==> src/rtl/frp_defines.vh <==
`ifndef FRP_DEFINES_VH
`define FRP_DEFINES_VH
// register offsets (byte addresses on the plain port)
`define FRP_ADDR_STATUS 16'h01b2
`define FRP_ADDR_CTRL0 16'h01b4
`define FRP_ADDR_CTRL2 16'h01b6
`define FRP_ADDR_OPTION 16'hffff
`define FRP_ADDR_CMD 16'h01b8
// status fields
`define FRP_ST_READY_IRQ 0
`define FRP_ST_ACC_ERR_IRQ 1
`define FRP_ST_LOCK_MON 2
`define FRP_ST_UNUSED 3
`define FRP_ST_PROG_ERR 4
`define FRP_ST_ERASE_ERR 5
`define FRP_ST_SUSPEND 6
`define FRP_ST_READY 7
// control zero fields
`define FRP_C0_REWRITE_EN 1
`define FRP_C0_ROM_RUN_MODE 2
`define FRP_C0_ABORT 4
`define FRP_C0_CMD_ERR_IE 5
`define FRP_C0_ACC_ERR_IE 6
`define FRP_C0_READY_IE 7
// control two fields
`define FRP_C2_SUSPEND_EN 0
`define FRP_C2_SW_SUSPEND 1
`define FRP_C2_IRQ_SUSPEND_EN 2
// option select word fields
`define FRP_OPT_WDT_AUTO 0
`define FRP_OPT_PROT_DIS 2
`define FRP_OPT_PROT 3
`define FRP_OPT_VLEVEL_LO 4
`define FRP_OPT_VLEVEL_HI 5
`define FRP_OPT_MON_RESET 6
`define FRP_OPT_CSP_INIT 7
// reset and erased values
`define FRP_STATUS_RST 8'h80
`define FRP_OPTION_ERASED 8'hff
`define FRP_CTRL_RST 8'h00
// command codes on the command register
`define FRP_CMD_PROGRAM 8'h01
`define FRP_CMD_ERASE 8'h02
`define FRP_CMD_LOCK_READ 8'h03
`define FRP_CMD_CLR_STATUS 8'h04
`define FRP_CMD_ERASE_OPT 8'h05
// timing
`define FRP_CLK_NS 10
`define FRP_PROG_NS 1000
`define FRP_ERASE_NS 5000
`define FRP_PROG_CYC (`FRP_PROG_NS / `FRP_CLK_NS)
`define FRP_ERASE_CYC (`FRP_ERASE_NS / `FRP_CLK_NS)
`define FRP_LOCK_CYC 4
`endif

==> src/rtl/frp_flash_ctrl.v <==
// Functional notes
// - serial mode checks seven id bytes unless reset vector bytes all erased.
// - id mismatch makes the device refuse every serial programmer command.
// - parallel lockout active when protect-disable is 1 and protect is 0.
// - lockout blocks parallel reads, rewrites and erases.
// - erasing the option block removes lockout; option reads as all ones.
// - option bit 0 picks watchdog autostart, bit 7 count-source protect.
// - option bits 5:4 select 3.80, 2.85, 2.35 or 1.90 V threshold.
// - one selected threshold feeds power-on and level-0 monitor reset.
// - erase may be suspended; reads and programming allowed while suspended.
// - first rewrite mode runs from ram; cpu keeps running during rewrite.
// - second rewrite mode holds cpu and freezes ports during rewrite.
// - after program, erase or suspend entry flash returns to read-array.
// - suspend by sw bits (first mode) or enabled irq (both modes).
// - status resets with ready at 1, lock monitor undefined, rest 0.
// - software may clear irq flags bits 0 and 1 but never set them.
// - program and erase error flags read-only, also set on command error.
// - bit 6 reads 1 while suspended; bit 7 is 0 busy, 1 ready.
// - status bit 3 always reads 0.
// - bit 2 lock monitor: 0 locked, 1 not, updated by lock-read.
// - with ready irq enabled, busy to ready sets the ready irq flag.
// - clear-status command also clears the access error flag.
`timescale 1ns/1ps
`default_nettype none
`include "frp_defines.vh"
module frp_flash_ctrl #(
  parameter PROG_CYC = `FRP_PROG_CYC,
  parameter ERASE_CYC = `FRP_ERASE_CYC,
  parameter ID_BYTES = 7
) (
  input wire clk_sys_i,
  input wire rst_i,
  input wire [15:0] addr_i,
  input wire [7:0] wdata_i,
  input wire wr_i,
  input wire rd_i,
  output reg [7:0] rdata_o,
  input wire serial_mode_i,
  input wire [23:0] reset_vector_i,
  input wire [8*ID_BYTES-1:0] id_stored_i,
  input wire [8*ID_BYTES-1:0] id_rx_i,
  input wire id_rx_valid_i,
  input wire ser_cmd_valid_i,
  output wire ser_cmd_accept_o,
  input wire par_mode_i,
  input wire par_access_i,
  output wire par_access_grant_o,
  input wire block_locked_i,
  input wire op_error_i,
  input wire busy_block_access_i,
  input wire irq_pending_i,
  output wire read_array_o,
  output wire cpu_hold_o,
  output wire port_freeze_o,
  output wire watchdog_autostart_sel_o,
  output wire count_source_protect_init_o,
  output wire monitor_reset_start_o,
  output wire [1:0] vlevel_sel_o,
  output wire por_vlevel_sel_o,
  output wire mon0_vlevel_sel_o
);
  localparam ST_IDLE = 2'd0;
  localparam ST_PROG = 2'd1;
  localparam ST_ERASE = 2'd2;
  localparam ST_LOCK = 2'd3;

  reg [1:0] state_ff;
  reg [1:0] nxt_state;
  reg [31:0] cnt_ff;
  reg [31:0] nxt_cnt;
  reg suspend_ff;
  reg nxt_suspend;
  reg ready_irq_ff;
  reg acc_err_irq_ff;
  reg prog_err_ff;
  reg erase_err_ff;
  reg lock_mon_ff;
  reg [7:0] ctrl0_ff;
  reg [2:0] ctrl2_ff;
  reg [7:0] option_ff;
  reg id_ok_ff;
  reg erase_opt_ff;
  reg busy_q_ff;
  // an erase parked under a program started during suspend
  reg parked_ff;
  reg nxt_parked;
  reg [31:0] park_cnt_ff;
  reg [31:0] nxt_park_cnt;

  wire busy = (state_ff != ST_IDLE) && !suspend_ff;
  wire ready = !busy;
  wire rewrite_en = ctrl0_ff[`FRP_C0_REWRITE_EN];
  wire rom_run = ctrl0_ff[`FRP_C0_ROM_RUN_MODE];
  wire wr_status = wr_i && (addr_i == `FRP_ADDR_STATUS);
  wire wr_ctrl0 = wr_i && (addr_i == `FRP_ADDR_CTRL0);
  wire wr_ctrl2 = wr_i && (addr_i == `FRP_ADDR_CTRL2);
  wire wr_opt = wr_i && (addr_i == `FRP_ADDR_OPTION);
  wire wr_cmd = wr_i && (addr_i == `FRP_ADDR_CMD) && rewrite_en;
  wire cmd_prog = wr_cmd && (wdata_i == `FRP_CMD_PROGRAM);
  wire cmd_erase = wr_cmd && ((wdata_i == `FRP_CMD_ERASE) ||
                              (wdata_i == `FRP_CMD_ERASE_OPT));
  wire cmd_lock = wr_cmd && (wdata_i == `FRP_CMD_LOCK_READ);
  wire cmd_clr = wr_cmd && (wdata_i == `FRP_CMD_CLR_STATUS);
  wire idle = (state_ff == ST_IDLE);
  // a program may start while idle or while an erase is suspended
  wire start_prog = cmd_prog && (idle || suspend_ff);
  wire start_erase = cmd_erase && idle;
  wire start_lock = cmd_lock && idle;
  wire abort = wr_ctrl0 && wdata_i[`FRP_C0_ABORT] && busy;
  wire done = busy && (cnt_ff == 32'd0);

  // suspend request; sw bit only honoured in the ram-run mode
  wire susp_req = ctrl2_ff[`FRP_C2_SUSPEND_EN] &&
    ((ctrl2_ff[`FRP_C2_SW_SUSPEND] && !rom_run) ||
     (ctrl2_ff[`FRP_C2_IRQ_SUSPEND_EN] && irq_pending_i));
  wire enter_susp = (state_ff == ST_ERASE) && !suspend_ff && susp_req;
  wire lockout = option_ff[`FRP_OPT_PROT_DIS] &&
                 !option_ff[`FRP_OPT_PROT];

  // id compare, one byte lane per loop pass
  wire [ID_BYTES-1:0] id_byte_eq;
  genvar gi;
  generate
    for (gi = 0; gi < ID_BYTES; gi = gi + 1) begin : g_id
      assign id_byte_eq[gi] = (id_rx_i[8*gi+7:8*gi] ==
                               id_stored_i[8*gi+7:8*gi]);
    end
  endgenerate
  wire id_match = &id_byte_eq;
  // an erased reset vector means a blank part: no check needed
  wire vector_erased = (reset_vector_i == 24'hff_ffff);

  always @* begin
    nxt_state = state_ff;
    nxt_cnt = cnt_ff;
    nxt_suspend = suspend_ff;
    nxt_parked = parked_ff;
    nxt_park_cnt = park_cnt_ff;
    if (abort) begin
      nxt_state = ST_IDLE;
      nxt_suspend = 1'b0;
      nxt_parked = 1'b0;
    end else if (enter_susp) begin
      nxt_suspend = 1'b1;
    end else if (suspend_ff) begin
      // a program during suspend runs, then the erase waits again
      if (start_prog) begin
        nxt_state = ST_PROG;
        nxt_cnt = PROG_CYC - 1;
        nxt_suspend = 1'b0;
        nxt_parked = 1'b1;
        nxt_park_cnt = cnt_ff;
      end else if (!ctrl2_ff[`FRP_C2_SUSPEND_EN]) begin
        nxt_suspend = 1'b0;
      end
    end else begin
      case (state_ff)
        ST_IDLE: begin
          if (start_prog) begin
            nxt_state = ST_PROG;
            nxt_cnt = PROG_CYC - 1;
          end else if (start_erase) begin
            nxt_state = ST_ERASE;
            nxt_cnt = ERASE_CYC - 1;
          end else if (start_lock) begin
            nxt_state = ST_LOCK;
            nxt_cnt = `FRP_LOCK_CYC - 1;
          end
        end
        ST_PROG: begin
          if (done && parked_ff) begin
            // the parked erase comes back still suspended
            nxt_state = ST_ERASE;
            nxt_cnt = park_cnt_ff;
            nxt_suspend = 1'b1;
            nxt_parked = 1'b0;
          end else if (done) begin
            nxt_state = ST_IDLE;
          end else begin
            nxt_cnt = cnt_ff - 32'd1;
          end
        end
        ST_ERASE, ST_LOCK: begin
          if (done) begin
            nxt_state = ST_IDLE;
          end else begin
            nxt_cnt = cnt_ff - 32'd1;
          end
        end
        default: nxt_state = ST_IDLE;
      endcase
    end
  end

  always @(posedge clk_sys_i) begin
    if (rst_i) begin
      state_ff <= ST_IDLE;
      cnt_ff <= 32'd0;
      suspend_ff <= 1'b0;
      erase_opt_ff <= 1'b0;
      parked_ff <= 1'b0;
      park_cnt_ff <= 32'd0;
    end else begin
      state_ff <= nxt_state;
      cnt_ff <= nxt_cnt;
      suspend_ff <= nxt_suspend;
      parked_ff <= nxt_parked;
      park_cnt_ff <= nxt_park_cnt;
      if (start_erase) begin
        erase_opt_ff <= (wdata_i == `FRP_CMD_ERASE_OPT);
      end
    end
  end

  // status flags; hardware set wins over software clear
  always @(posedge clk_sys_i) begin
    if (rst_i) begin
      busy_q_ff <= 1'b0;
    end else begin
      busy_q_ff <= busy;
    end
  end

  always @(posedge clk_sys_i) begin
    if (rst_i) begin
      ready_irq_ff <= 1'b0;
    end else if (busy_q_ff && !busy && ctrl0_ff[`FRP_C0_READY_IE]) begin
      ready_irq_ff <= 1'b1;
    end else if (wr_status && !wdata_i[`FRP_ST_READY_IRQ]) begin
      ready_irq_ff <= 1'b0;
    end
  end

  always @(posedge clk_sys_i) begin
    if (rst_i) begin
      acc_err_irq_ff <= 1'b0;
      prog_err_ff <= 1'b0;
      erase_err_ff <= 1'b0;
      lock_mon_ff <= 1'b0;
    end else begin
      if ((busy && busy_block_access_i &&
           ctrl0_ff[`FRP_C0_ACC_ERR_IE]) ||
          (busy && op_error_i && ctrl0_ff[`FRP_C0_CMD_ERR_IE])) begin
        acc_err_irq_ff <= 1'b1;
      end else if ((wr_status && !wdata_i[`FRP_ST_ACC_ERR_IRQ]) ||
                   cmd_clr) begin
        acc_err_irq_ff <= 1'b0;
      end
      if (busy && op_error_i && state_ff == ST_PROG) begin
        prog_err_ff <= 1'b1;
      end else if (cmd_clr) begin
        prog_err_ff <= 1'b0;
      end
      if (busy && op_error_i && state_ff != ST_PROG) begin
        erase_err_ff <= 1'b1;
      end else if (cmd_clr) begin
        erase_err_ff <= 1'b0;
      end
      if (done && state_ff == ST_LOCK) begin
        lock_mon_ff <= !block_locked_i;
      end
    end
  end

  // control registers and option word
  always @(posedge clk_sys_i) begin
    if (rst_i) begin
      ctrl0_ff <= `FRP_CTRL_RST;
      ctrl2_ff <= 3'b000;
      option_ff <= `FRP_OPTION_ERASED;
    end else begin
      if (wr_ctrl0) begin
        // the abort bit is a pulse and never stored
        ctrl0_ff <= wdata_i & 8'hef;
      end
      if (wr_ctrl2) begin
        ctrl2_ff <= wdata_i[2:0];
      end
      if (done && state_ff == ST_ERASE && erase_opt_ff) begin
        option_ff <= `FRP_OPTION_ERASED;
      end else if (wr_opt) begin
        // flash cells only program ones to zeros
        option_ff <= option_ff & wdata_i;
      end
    end
  end

  // id check latched when the programmer sends its codes
  always @(posedge clk_sys_i) begin
    if (rst_i) begin
      id_ok_ff <= 1'b0;
    end else if (id_rx_valid_i) begin
      id_ok_ff <= vector_erased || id_match;
    end
  end

  // status word assembled field by field
  wire [7:0] status_word;
  assign status_word[`FRP_ST_READY_IRQ] = ready_irq_ff;
  assign status_word[`FRP_ST_ACC_ERR_IRQ] = acc_err_irq_ff;
  assign status_word[`FRP_ST_LOCK_MON] = lock_mon_ff;
  assign status_word[`FRP_ST_UNUSED] = 1'b0;
  assign status_word[`FRP_ST_PROG_ERR] = prog_err_ff;
  assign status_word[`FRP_ST_ERASE_ERR] = erase_err_ff;
  assign status_word[`FRP_ST_SUSPEND] = suspend_ff;
  assign status_word[`FRP_ST_READY] = ready;

  always @(posedge clk_sys_i) begin
    if (rst_i) begin
      rdata_o <= 8'h00;
    end else if (rd_i) begin
      case (addr_i)
        `FRP_ADDR_STATUS: rdata_o <= status_word;
        `FRP_ADDR_CTRL0: rdata_o <= ctrl0_ff;
        `FRP_ADDR_CTRL2: rdata_o <= {5'h00, ctrl2_ff};
        `FRP_ADDR_OPTION: rdata_o <= option_ff;
        default: rdata_o <= 8'h00;
      endcase
    end else begin
      rdata_o <= 8'h00;
    end
  end

  assign ser_cmd_accept_o = serial_mode_i && ser_cmd_valid_i &&
                            id_ok_ff;
  assign par_access_grant_o = par_mode_i && par_access_i &&
                              !lockout;
  assign read_array_o = !busy;
  // ram-run mode leaves the cpu running
  assign cpu_hold_o = rom_run && busy &&
                      state_ff != ST_LOCK;
  assign port_freeze_o = cpu_hold_o;
  assign watchdog_autostart_sel_o = option_ff[`FRP_OPT_WDT_AUTO];
  assign count_source_protect_init_o = option_ff[`FRP_OPT_CSP_INIT];
  assign monitor_reset_start_o = option_ff[`FRP_OPT_MON_RESET];
  assign vlevel_sel_o = {option_ff[`FRP_OPT_VLEVEL_HI],
                         option_ff[`FRP_OPT_VLEVEL_LO]};
  // both resets share the one selected level
  assign por_vlevel_sel_o = ^vlevel_sel_o ? 1'b1 : 1'b0;
  assign mon0_vlevel_sel_o = por_vlevel_sel_o;
endmodule
`default_nettype wire

==> config.mk <==
export PLATFORM = sky130hd
export DESIGN_NAME = frp_flash_ctrl
export DESIGN_NICKNAME = d
export VERILOG_FILES = /design/src/rtl/frp_flash_ctrl.v
export VERILOG_INCLUDE_DIRS = /design/src /design/src/rtl
export SDC_FILE = /design/constraint.sdc
export NUM_CORES = 1
export LEC_CHECK = 0
export ABC_AREA = 1
export BUFFER_PORTS_ARGS = -buffer_cell sky130_fd_sc_hd__buf_2
export CAP_MARGIN = 40
export CORE_AREA = 2 2 117 119
export CTS_CLUSTER_DIAMETER = 30
export DETAILED_ROUTE_END_ITERATION = 10
export DIE_AREA = 0 0 119 121
export PLACE_DENSITY = 0.89
export SLEW_MARGIN = 10
export SYNTH_ARGS = -nofsm -noshare
export SYNTH_HDL_FRONTEND = slang
export SYNTH_SLANG_ARGS = --single-unit
==> constraint.sdc <==
create_clock -name clk_sys_i -period 2.05 [get_ports clk_sys_i]
set_input_delay 0.1025 -clock clk_sys_i [delete_from_list [all_inputs] [get_ports clk_sys_i]]
set_output_delay 0.1025 -clock clk_sys_i [all_outputs]
set_load 0.02 [all_outputs]
* Word-level counts from Yosys, hierarchy flattened
Cells that the tools add are included.
** Storage, ports and cells
- Register bits :: 102
- Output and inout bits :: 20
- Input bits :: 173
- Word-level logic and storage cells :: 158
** Operators by class
- Bitwise operators :: 4
- Equality and inequality tests :: 25
- Reduce and logical (&&, ||, !) cells :: 76
- Add/subtract/negate cells :: 1
- Mux-type cells :: 35
** Operators with widths (count)
- $mux 32 :: 7
- $pmux 32 s3 :: 1
- $eq 16x9->1 const B :: 4
- $eq 8x8->1 :: 7
- $logic_and 1x1->1 :: 43
- $logic_not 32->1 :: 1
- $pmux 8 s4 :: 1
- $sub 32x1->32 const B :: 1
- $eq 24x24->1 const B :: 1
- $mux 1 :: 18
- $eq 16x16->1 const B :: 1
- $eq 8x2->1 const B :: 2
- $eq 8x3->1 const B :: 2
- $mux 2 :: 7
- $reduce_bool 2->1 :: 7
- $reduce_and 4->1 :: 3
- $and 8x8->8 :: 1
- $eq 8x1->1 const B :: 1
- $logic_not 1->1 :: 8
- $reduce_or 2->1 :: 4
- $reduce_and 7->1 :: 1
- $logic_or 1x1->1 :: 6
- $pmux 2 s3 :: 1
- $eq 2x2->1 const B :: 2
- other kinds (8) :: 11

* Depth between registers and ports, before layout
Gate-level depths: netlist of run 1.
- Depth after elaboration :: 10
- Mapped depth :: 14
- Gate-level depth less buffers :: 14

* Least setup slack after synthesis of run 1
Ideal clock, no wire load.
- Kind :: register to register
- Start :: register cnt_ff[0]
- End :: register cnt_ff[20]
- Period minus slack after synthesis :: 1886 ps
- Library setup time :: 128 ps
- Stages on the path, launching flop included :: 15
- Slack :: 164 ps
- Path buffers :: 1
- Arrival time :: 1759 ps
- Data required time :: 1922 ps
- Cells stage by stage :: dfxtp_1 -> inv_1 -> ha_1 -> nand2_2 -> nor2_4 -> nand2_1 -> nor2_1 -> nand2_2 -> inv_2 -> buf_4 -> nor2_1 -> a21oi_1 -> nor2_1 -> nor2_1 -> nor2_1
** Between the ends
- Cells in the longest elaborated chain, start to end :: 6
- Elaborated cells between the ends (all ways) :: 8
- Those cells by class :: add/sub: 1; mux: 4; reduce/logical: 3
** RTL lines
- from (decl) :: RTL line frp_flash_ctrl.v:69 : reg [31:0] cnt_ff;
- from (signal assigned) :: RTL line frp_flash_ctrl.v:205 : cnt_ff <= nxt_cnt;
- branches (longest 4 deep; another with $sub 32x1->32)
- $pmux 32 s3 * :: RTL line frp_flash_ctrl.v:157 : case (state_ff)
- $mux 32 * :: RTL line frp_flash_ctrl.v:145 : end else if (suspend_ff) begin
Mark *: on every way between the ends.
A chain may end at the register's enable or synchronous reset.

* Final worst setup path of run 1
- Start :: register state_ff[0]
- End :: register cnt_ff[18]
** Between the ends
- Cells in the longest elaborated chain, start to end :: 7
- Elaborated cells between the ends (all ways) :: 27
- Those cells by class :: eq/ne: 5; mux: 6; bitwise: 2; reduce/logical: 14
** RTL lines
- from (decl) :: RTL line frp_flash_ctrl.v:67 : reg [1:0] state_ff;
- from (signal assigned) :: RTL line frp_flash_ctrl.v:204 : state_ff <= nxt_state;
- $reduce_bool 2->1 :: RTL line frp_flash_ctrl.v:90 : wire busy = (state_ff != ST_IDLE) && !suspend_ff;
- $logic_and 1x1->1 :: RTL line frp_flash_ctrl.v:90
- $logic_and 1x1->1 :: RTL line frp_flash_ctrl.v:110 : wire done = busy && (cnt_ff == 32'd0);
- $mux 32 or $logic_and 1x1->1 (tied branches)
- $mux 32 :: RTL line frp_flash_ctrl.v:171 : if (done && parked_ff) begin
- $pmux 32 s3 :: RTL line frp_flash_ctrl.v:157
- $mux 32 :: RTL line frp_flash_ctrl.v:145
Parallel ways exist; a longest one is shown, timed or not.

==> results of run 1 <==
state kept, by name, summed over array words and instances (netlist names), 2 cells and up:
name and cells:
cnt_ff 32, ctrl0_ff 7, ctrl2_ff 3, option_ff 8, park_cnt_ff 32, rdata_o 8
state_ff 2
per-layer routing:
layer / wire (um) / track usage
met1: 8990 / 0.379
met4: 694 / 0.144
met2: 10500 / 0.500
met3: 1770 / 0.0461
met5: 0 / 0
area by class of cell:
class	count	area [um^2]	share of cell area
Tap cell	176	220	0.0252
Clock inverter	7	66.3	0.00759
Multi-Input combinational cell	821	4180	0.479
Inverter	138	523	0.0599
Sequential cell	102	2050	0.234
Timing Repair Buffer	249	1470	0.169
Clock buffer	9	225	0.0258
worst max-delay path: cells and delay by family (launching register included):
kind	cells	cell delay, ps
buffers and inverters	3	350
AND/OR/NAND/NOR	8	1110
flip-flops	1	370
worst paths after layout:
| path | from | endpoint | slack (ps) | cells after the start |
|---|---|---|---|---|
| worst max-delay path | state_ff[0] | cnt_ff[18] | 60 | 11 |
| worst min-delay path | wdata_i[7] | option_ff[7] | 20 | 3 |
| worst max register to register | state_ff[0] | cnt_ff[18] | 60 | 11 |
| worst min register to register | park_cnt_ff[26] | park_cnt_ff[26] | 450 | 2 |
power by group through the flow:
| stage | combinational, mW | clock, mW | sequential, mW |
|---|---|---|---|
| after floorplan | 4.24 | 0 | 2.40 |
| after global placement | 6.06 | 0 | 2.43 |
| after detailed placement | 6.15 | 0 | 2.44 |
| after CTS | 6.22 | 1.72 | 2.40 |
| after global routing | 7.80 | 1.80 | 2.45 |
| final | 7.04 | 1.72 | 2.43 |
logic make-up (layout without fill, tap and decap cells):
| family | Yosys count | count (layout) | share of synthesized area |
|---|---|---|---|
| adders and majority gates | 1 | 1 | 0.00184 |
| AOI/OAI and AO/OA | 183 | 183 | 0.151 |
| xor gates and xnor gates | 53 | 53 | 0.0684 |
| DFF | 102 | 102 | 0.301 |
| and+or+nand+nor | 584 | 584 | 0.376 |
| buffers and inverters | 173 | 403 | 0.103 |
cells in the mapped netlist, types with 2 or more instances:
cell	n	share of area
buf_4	5	0.0055
buf_2	11	0.0081
nor3b_1	2	0.0022
o211ai_1	6	0.0066
inv_1	129	0.071
or2_2	9	0.0083
o21bai_1	5	0.0055
nand4_1	35	0.032
nor2_4	5	0.0083
nand2_1	229	0.13
nand3_2	4	0.0059
dfxtp_1	102	0.30
a22oi_1	3	0.0033
nor4_1	5	0.0046
nor3_1	9	0.0066
xor2_1	20	0.026
a31oi_1	3	0.0028
nand3_1	49	0.036
nor2_1	217	0.12
nor2_2	8	0.0074
o2111ai_1	5	0.0065
clkbuf_1	17	0.0094
nand2_2	4	0.0037
xnor2_1	33	0.043
o21ai_0	66	0.049
o21ai_1	2	0.0015
o21a_1	8	0.0088
a21oi_1	78	0.058
inv_2	9	0.0050
buf_6	2	0.0033
repair_timing:
action | 4_1_cts | 5_1_grt
hold endpoints to repair | 1 | 0
hold buffers | 1 | 0
pin swaps | 0 | 9
resized for setup | 2 | 47
endpoints found under the setup margin | 5 | 35
buffers inserted | 0 | 8
==> flow_metrics.env, run 1 <==
export IMPL_outcome="finished clean"
export IMPL_first_pass_iters=5
export IMPL_final_setup_tns_ps=0
export IMPL_fmax_mhz=503
export IMPL_synth_edf_count=0
export IMPL_syn2layout_area_growth_pct=28.7
export IMPL_synth_distinct_cells=46
export IMPL_dpl_cell_count=1477
export IMPL_avgSynthCellArea_um2=6.19
export IMPL_cp_cell_sequence="nor2_2, inv_2, nand2_2, nand4_1, nand3_4, nand3_4, buf_12, nand2_1, inv_1, nor2_1, nor2_1"
export IMPL_final_setup_viol_count=0
export IMPL_die_area_um2=14400
export IMPL_intPower_mw=5.69
export IMPL_path_class="flop to flop"
export IMPL_crit_arrival_ps=2210
export IMPL_nFillCells=1097
export IMPL_tightest_slew_ps=818
export IMPL_fin_util=0.668
export IMPL_fin_ws_ps=61.8
export IMPL_pwr_share_seq=0.217
export IMPL_wire_per_inst_um=14.6
export IMPL_insertion_delay_ps=370
export IMPL_dpl_hpwl_mm=16.5
export IMPL_drt_iter0_drc=687
export IMPL_slew_headroom=0.454
export IMPL_crit_required_ps=2280
export IMPL_async_flop_share=0
export IMPL_drc=0
export IMPL_cts_root_buf="clkbuf_16"
export IMPL_synth_flop_cell="dfxtp_1"
export IMPL_finalNonFillerCells=1502
export IMPL_p_comb_frac=0.629
export IMPL_start_util=0.519
export IMPL_vias=8059
export IMPL_critPathMaxStageDelay_ps=370
export IMPL_syn_num_nets=1270
export IMPL_fp_dieW_um=119
export IMPL_placed_area_um2=8190
export IMPL_ir_worst_vdd_v=0.000637
export IMPL_rsz0062_at_grt="true"
export IMPL_core_area_um2=13100
export IMPL_grt_usage=0.300
export IMPL_clockPowerShare=0.154
export IMPL_final_common_cell="nand2_1"
export IMPL_hold_worst_slack_ps=20.1
export IMPL_hold_viol=0
export IMPL_synth_area_um2=6790
export IMPL_mostFrequentLayoutCells="nand2_1, nor2_1, buf_2, inv_1, dfxtp_1"
export IMPL_worst_setup_path_start_kind="flop"
export IMPL_fin_skew_ps=11.4
export IMPL_cts_tree="built"
export IMPL_antenna_found_initial=0
export IMPL_via_per_inst=5.37
export IMPL_synthCells=1096
export IMPL_end_kind="flop"
export IMPL_clock_path_buffers=2
export IMPL_synth_seq_cells=102
export IMPL_cp_max_fo=22
export IMPL_rows=42
export IMPL_dp_slack_ps=18.5
export IMPL_period_share=0.970
export IMPL_gp_congestion=0.965
export IMPL_yosysSeqAreaShare=0.301
export IMPL_maxCapViolations=0
export IMPL_p_switching_mw=5.50
export IMPL_port_buffers=192
export IMPL_nNetsFinal=1495
export IMPL_drive_gt1_frac=0.256
export IMPL_fin_area_um2=8740
export IMPL_leakage_nw=4.19
export IMPL_cts_clk_slew_worst_paths_ps=80
export IMPL_powerDensity_nw_per_um2=1280
export IMPL_ant_nets=0
export IMPL_clkSinkCount=102
export IMPL_grt_overflow=0
export IMPL_grt_max_degree=52
export IMPL_grt_pass1_vias=7467
export IMPL_htree_levels=3
export IMPL_grt_pass1_wl_mm=34.7
export IMPL_ioPinCount=193
export IMPL_num_antenna_cells=0
export IMPL_post_route_min_period_ps=1990
export IMPL_wl_mm=21.9
export IMPL_switching_share=0.491
export IMPL_slowest_stage="dfxtp_2"
export IMPL_hold_path_class="input pin to flop"
export IMPL_die_y_um=121
export IMPL_numCtsBuffers=9
export IMPL_yosys_warnings=0
export IMPL_power_mw=11.2
export IMPL_maxSlewViolCount=0
No activity file was read; power rests on OpenSTA's default activity.
==> run 2: changes to the inputs <==
--- a/config.mk
+++ b/config.mk
@@ -13,7 +13,7 @@
 export CTS_CLUSTER_DIAMETER = 30
 export DETAILED_ROUTE_END_ITERATION = 10
 export DIE_AREA = 0 0 119 121
-export PLACE_DENSITY = 0.89
+export PLACE_DENSITY = 0.8
 export SLEW_MARGIN = 10
 export SYNTH_ARGS = -nofsm -noshare
 export SYNTH_HDL_FRONTEND = slang
==> run 2 against run 1 <==
Effect of this change: non-clock buffer count increased by 25; register-to-register slack better by 30 ps; global-route usage increased by 1.1 points; first-iteration DRC count increased by 22%; worst setup slack improved by 25 ps; combinational power increased by 6.8%.
==> flow_metrics.env, run 2 (synthesis gave the netlist of run 1 again) <==
export IMPL_outcome="finished clean"
export IMPL_r2r_cells=14
export IMPL_clkSinkCount=102
export IMPL_via_per_inst=5.22
export IMPL_clock_path_buffers=2
export IMPL_clockPowerShare=0.162
export IMPL_worst_setup_path_start_kind="flop"
export IMPL_whs_path_depth=3
export IMPL_end_kind="flop"
export IMPL_insertion_delay_ps=360
export IMPL_intPower_mw=6.12
export IMPL_grt_pass1_wl_mm=35.6
export IMPL_num_antenna_cells=0
export IMPL_r2r_slack_ps=90
export IMPL_core_area_um2=13100
export IMPL_fp_dieW_um=119
export IMPL_rows=42
export IMPL_drc=0
export IMPL_hold_worst_slack_ps=28.8
export IMPL_cts_clk_slew_worst_paths_ps=70
export IMPL_switching_share=0.480
export IMPL_die_area_um2=14400
export IMPL_final_common_cell="nand2_1"
export IMPL_cts_root_buf="clkbuf_16"
export IMPL_worstReg2RegEnd="cnt_ff[14]"
export IMPL_dpl_hpwl_mm=17.1
export IMPL_ioPinCount=193
export IMPL_fin_skew_ps=9.47
export IMPL_cts_tree="built"
export IMPL_ir_worst_vdd_v=0.000785
export IMPL_antenna_found_initial=0
export IMPL_ant_nets=0
export IMPL_grt_max_degree=50
export IMPL_maxSlewViolCount=0
export IMPL_slew_headroom=0.683
export IMPL_vias=7974
export IMPL_p_comb_frac=0.638
export IMPL_grt_pass1_vias=7387
export IMPL_post_route_min_period_ps=1960
export IMPL_hold_viol=0
export IMPL_final_setup_tns_ps=0
export IMPL_final_setup_viol_count=0
export IMPL_p_switching_mw=5.66
export IMPL_crit_path_start="ctrl0_ff[1]"
export IMPL_drt_iter0_drc=841
export IMPL_grt_usage=0.310
export IMPL_gp_congestion=0.939
export IMPL_largestRegisters="cnt_ff: 32 flops, park_cnt_ff: 32 flops"
export IMPL_crit_arrival_ps=2200
export IMPL_leakage_nw=4.34
export IMPL_die_y_um=121
export IMPL_fin_area_um2=9030
export IMPL_fmax_mhz=509
export IMPL_mostFrequentLayoutCells="nand2_1, nor2_1, buf_2, inv_1, dfxtp_1"
export IMPL_port_buffers=192
export IMPL_cp_max_fo=7
export IMPL_powerDensity_nw_per_um2=1300
export IMPL_nFillCells=1128
export IMPL_hold_start="wdata_i[6]"
export IMPL_wire_per_inst_um=15.0
export IMPL_numCtsBuffers=9
export IMPL_drive_gt1_frac=0.273
export IMPL_placed_area_um2=8360
export IMPL_wl_mm=23.0
export IMPL_syn2layout_area_growth_pct=33.1
export IMPL_period_share=0.957
export IMPL_hold_path_class="input pin to flop"
export IMPL_pwr_share_seq=0.200
export IMPL_crit_required_ps=2290
export IMPL_worst_r2r_startpoint="ctrl0_ff[1]"
export IMPL_nNetsFinal=1521
export IMPL_maxCapViolations=0
export IMPL_grt_overflow=0
export IMPL_holdPathEnd="option_ff[6]"
export IMPL_first_pass_iters=5
export IMPL_path_class="flop to flop"
export IMPL_htree_levels=3
export IMPL_start_util=0.519
export IMPL_tightest_slew_ps=471
-- run 2: final cells by class --
class	count	area, um^2	area share
clock buffers	10	229	0.0254
clock inverters	6	93.8	0.0104
inverters	138	526	0.0582
multi-input cells	822	4240	0.469
flip-flops and latches	102	2050	0.227
well taps	176	220	0.0244
repair buffers	274	1680	0.186
-- run 2: through the flow --
step / power, mW / setup slack, ps / instances / util
floorplan: 6.64 / 164 / 1096 / -
global placement: 8.77 / 108 / 1500 / 0.639
detailed placement: 8.84 / 79.9 / 1500 / 0.639
CTS: 10.8 / 34.2 / 1518 / 0.665
global route: 12.6 / -43.2 / 1528 / 0.690
finish: 11.8 / 87.3 / 1528 / 0.690
-- run 2: what timing repair did --
item | in CTS | in global routing
setup endpoints to repair | 0 | 58
hold buffers | 2 | 0
gates resized for setup | 0 | 67
endpoints found under the hold margin | 2 | 0
setup buffers | 0 | 8
-- run 2: power by group through the flow --
| stage | clock network (mW) | registers [mW] | logic (mW) |
|---|---|---|---|
| after floorplan | 0 | 2.40 | 4.24 |
| after CTS | 1.91 | 2.32 | 6.53 |
| after detailed placement | 0 | 2.37 | 6.47 |
| after global placement | 0 | 2.36 | 6.41 |
| final | 1.91 | 2.35 | 7.52 |
| after global routing | 1.99 | 2.38 | 8.24 |
-- run 2: how the worst max path moves through the flow --
stage	end	slack [ps]	depth (start not counted)
after floorplan	cnt_ff[20]	160	14
after global placement	cnt_ff[29]	110	12
after detailed placement	cnt_ff[29]	80	12
after CTS	cnt_ff[14]	30	13
after global routing	cnt_ff[12]	-40	14
final	cnt_ff[14]	90	14
-- run 2: critical path, cell delays in order, from the launching register on --
cell,delay (ps)
dfxtp_2,340
nand2_1,60
inv_2,50
nand2_1,60
nor2_1,100
nand3_1,120
nor2_1,150
nand2_1,120
nand3_4,140
nand3_4,200
clkbuf_16,240
nand2_1,70
inv_2,40
nor2_1,100
nor2_1,50
-- run 2: layer usage --
layer	track usage	vias to the layer above	part of all wire
met4	0.0900	0	0.018
met3	0.0648	41	0.081
met5	0	-	0
li1	-	4020	-
met2	0.524	352	0.47
met1	0.400	3561	0.43
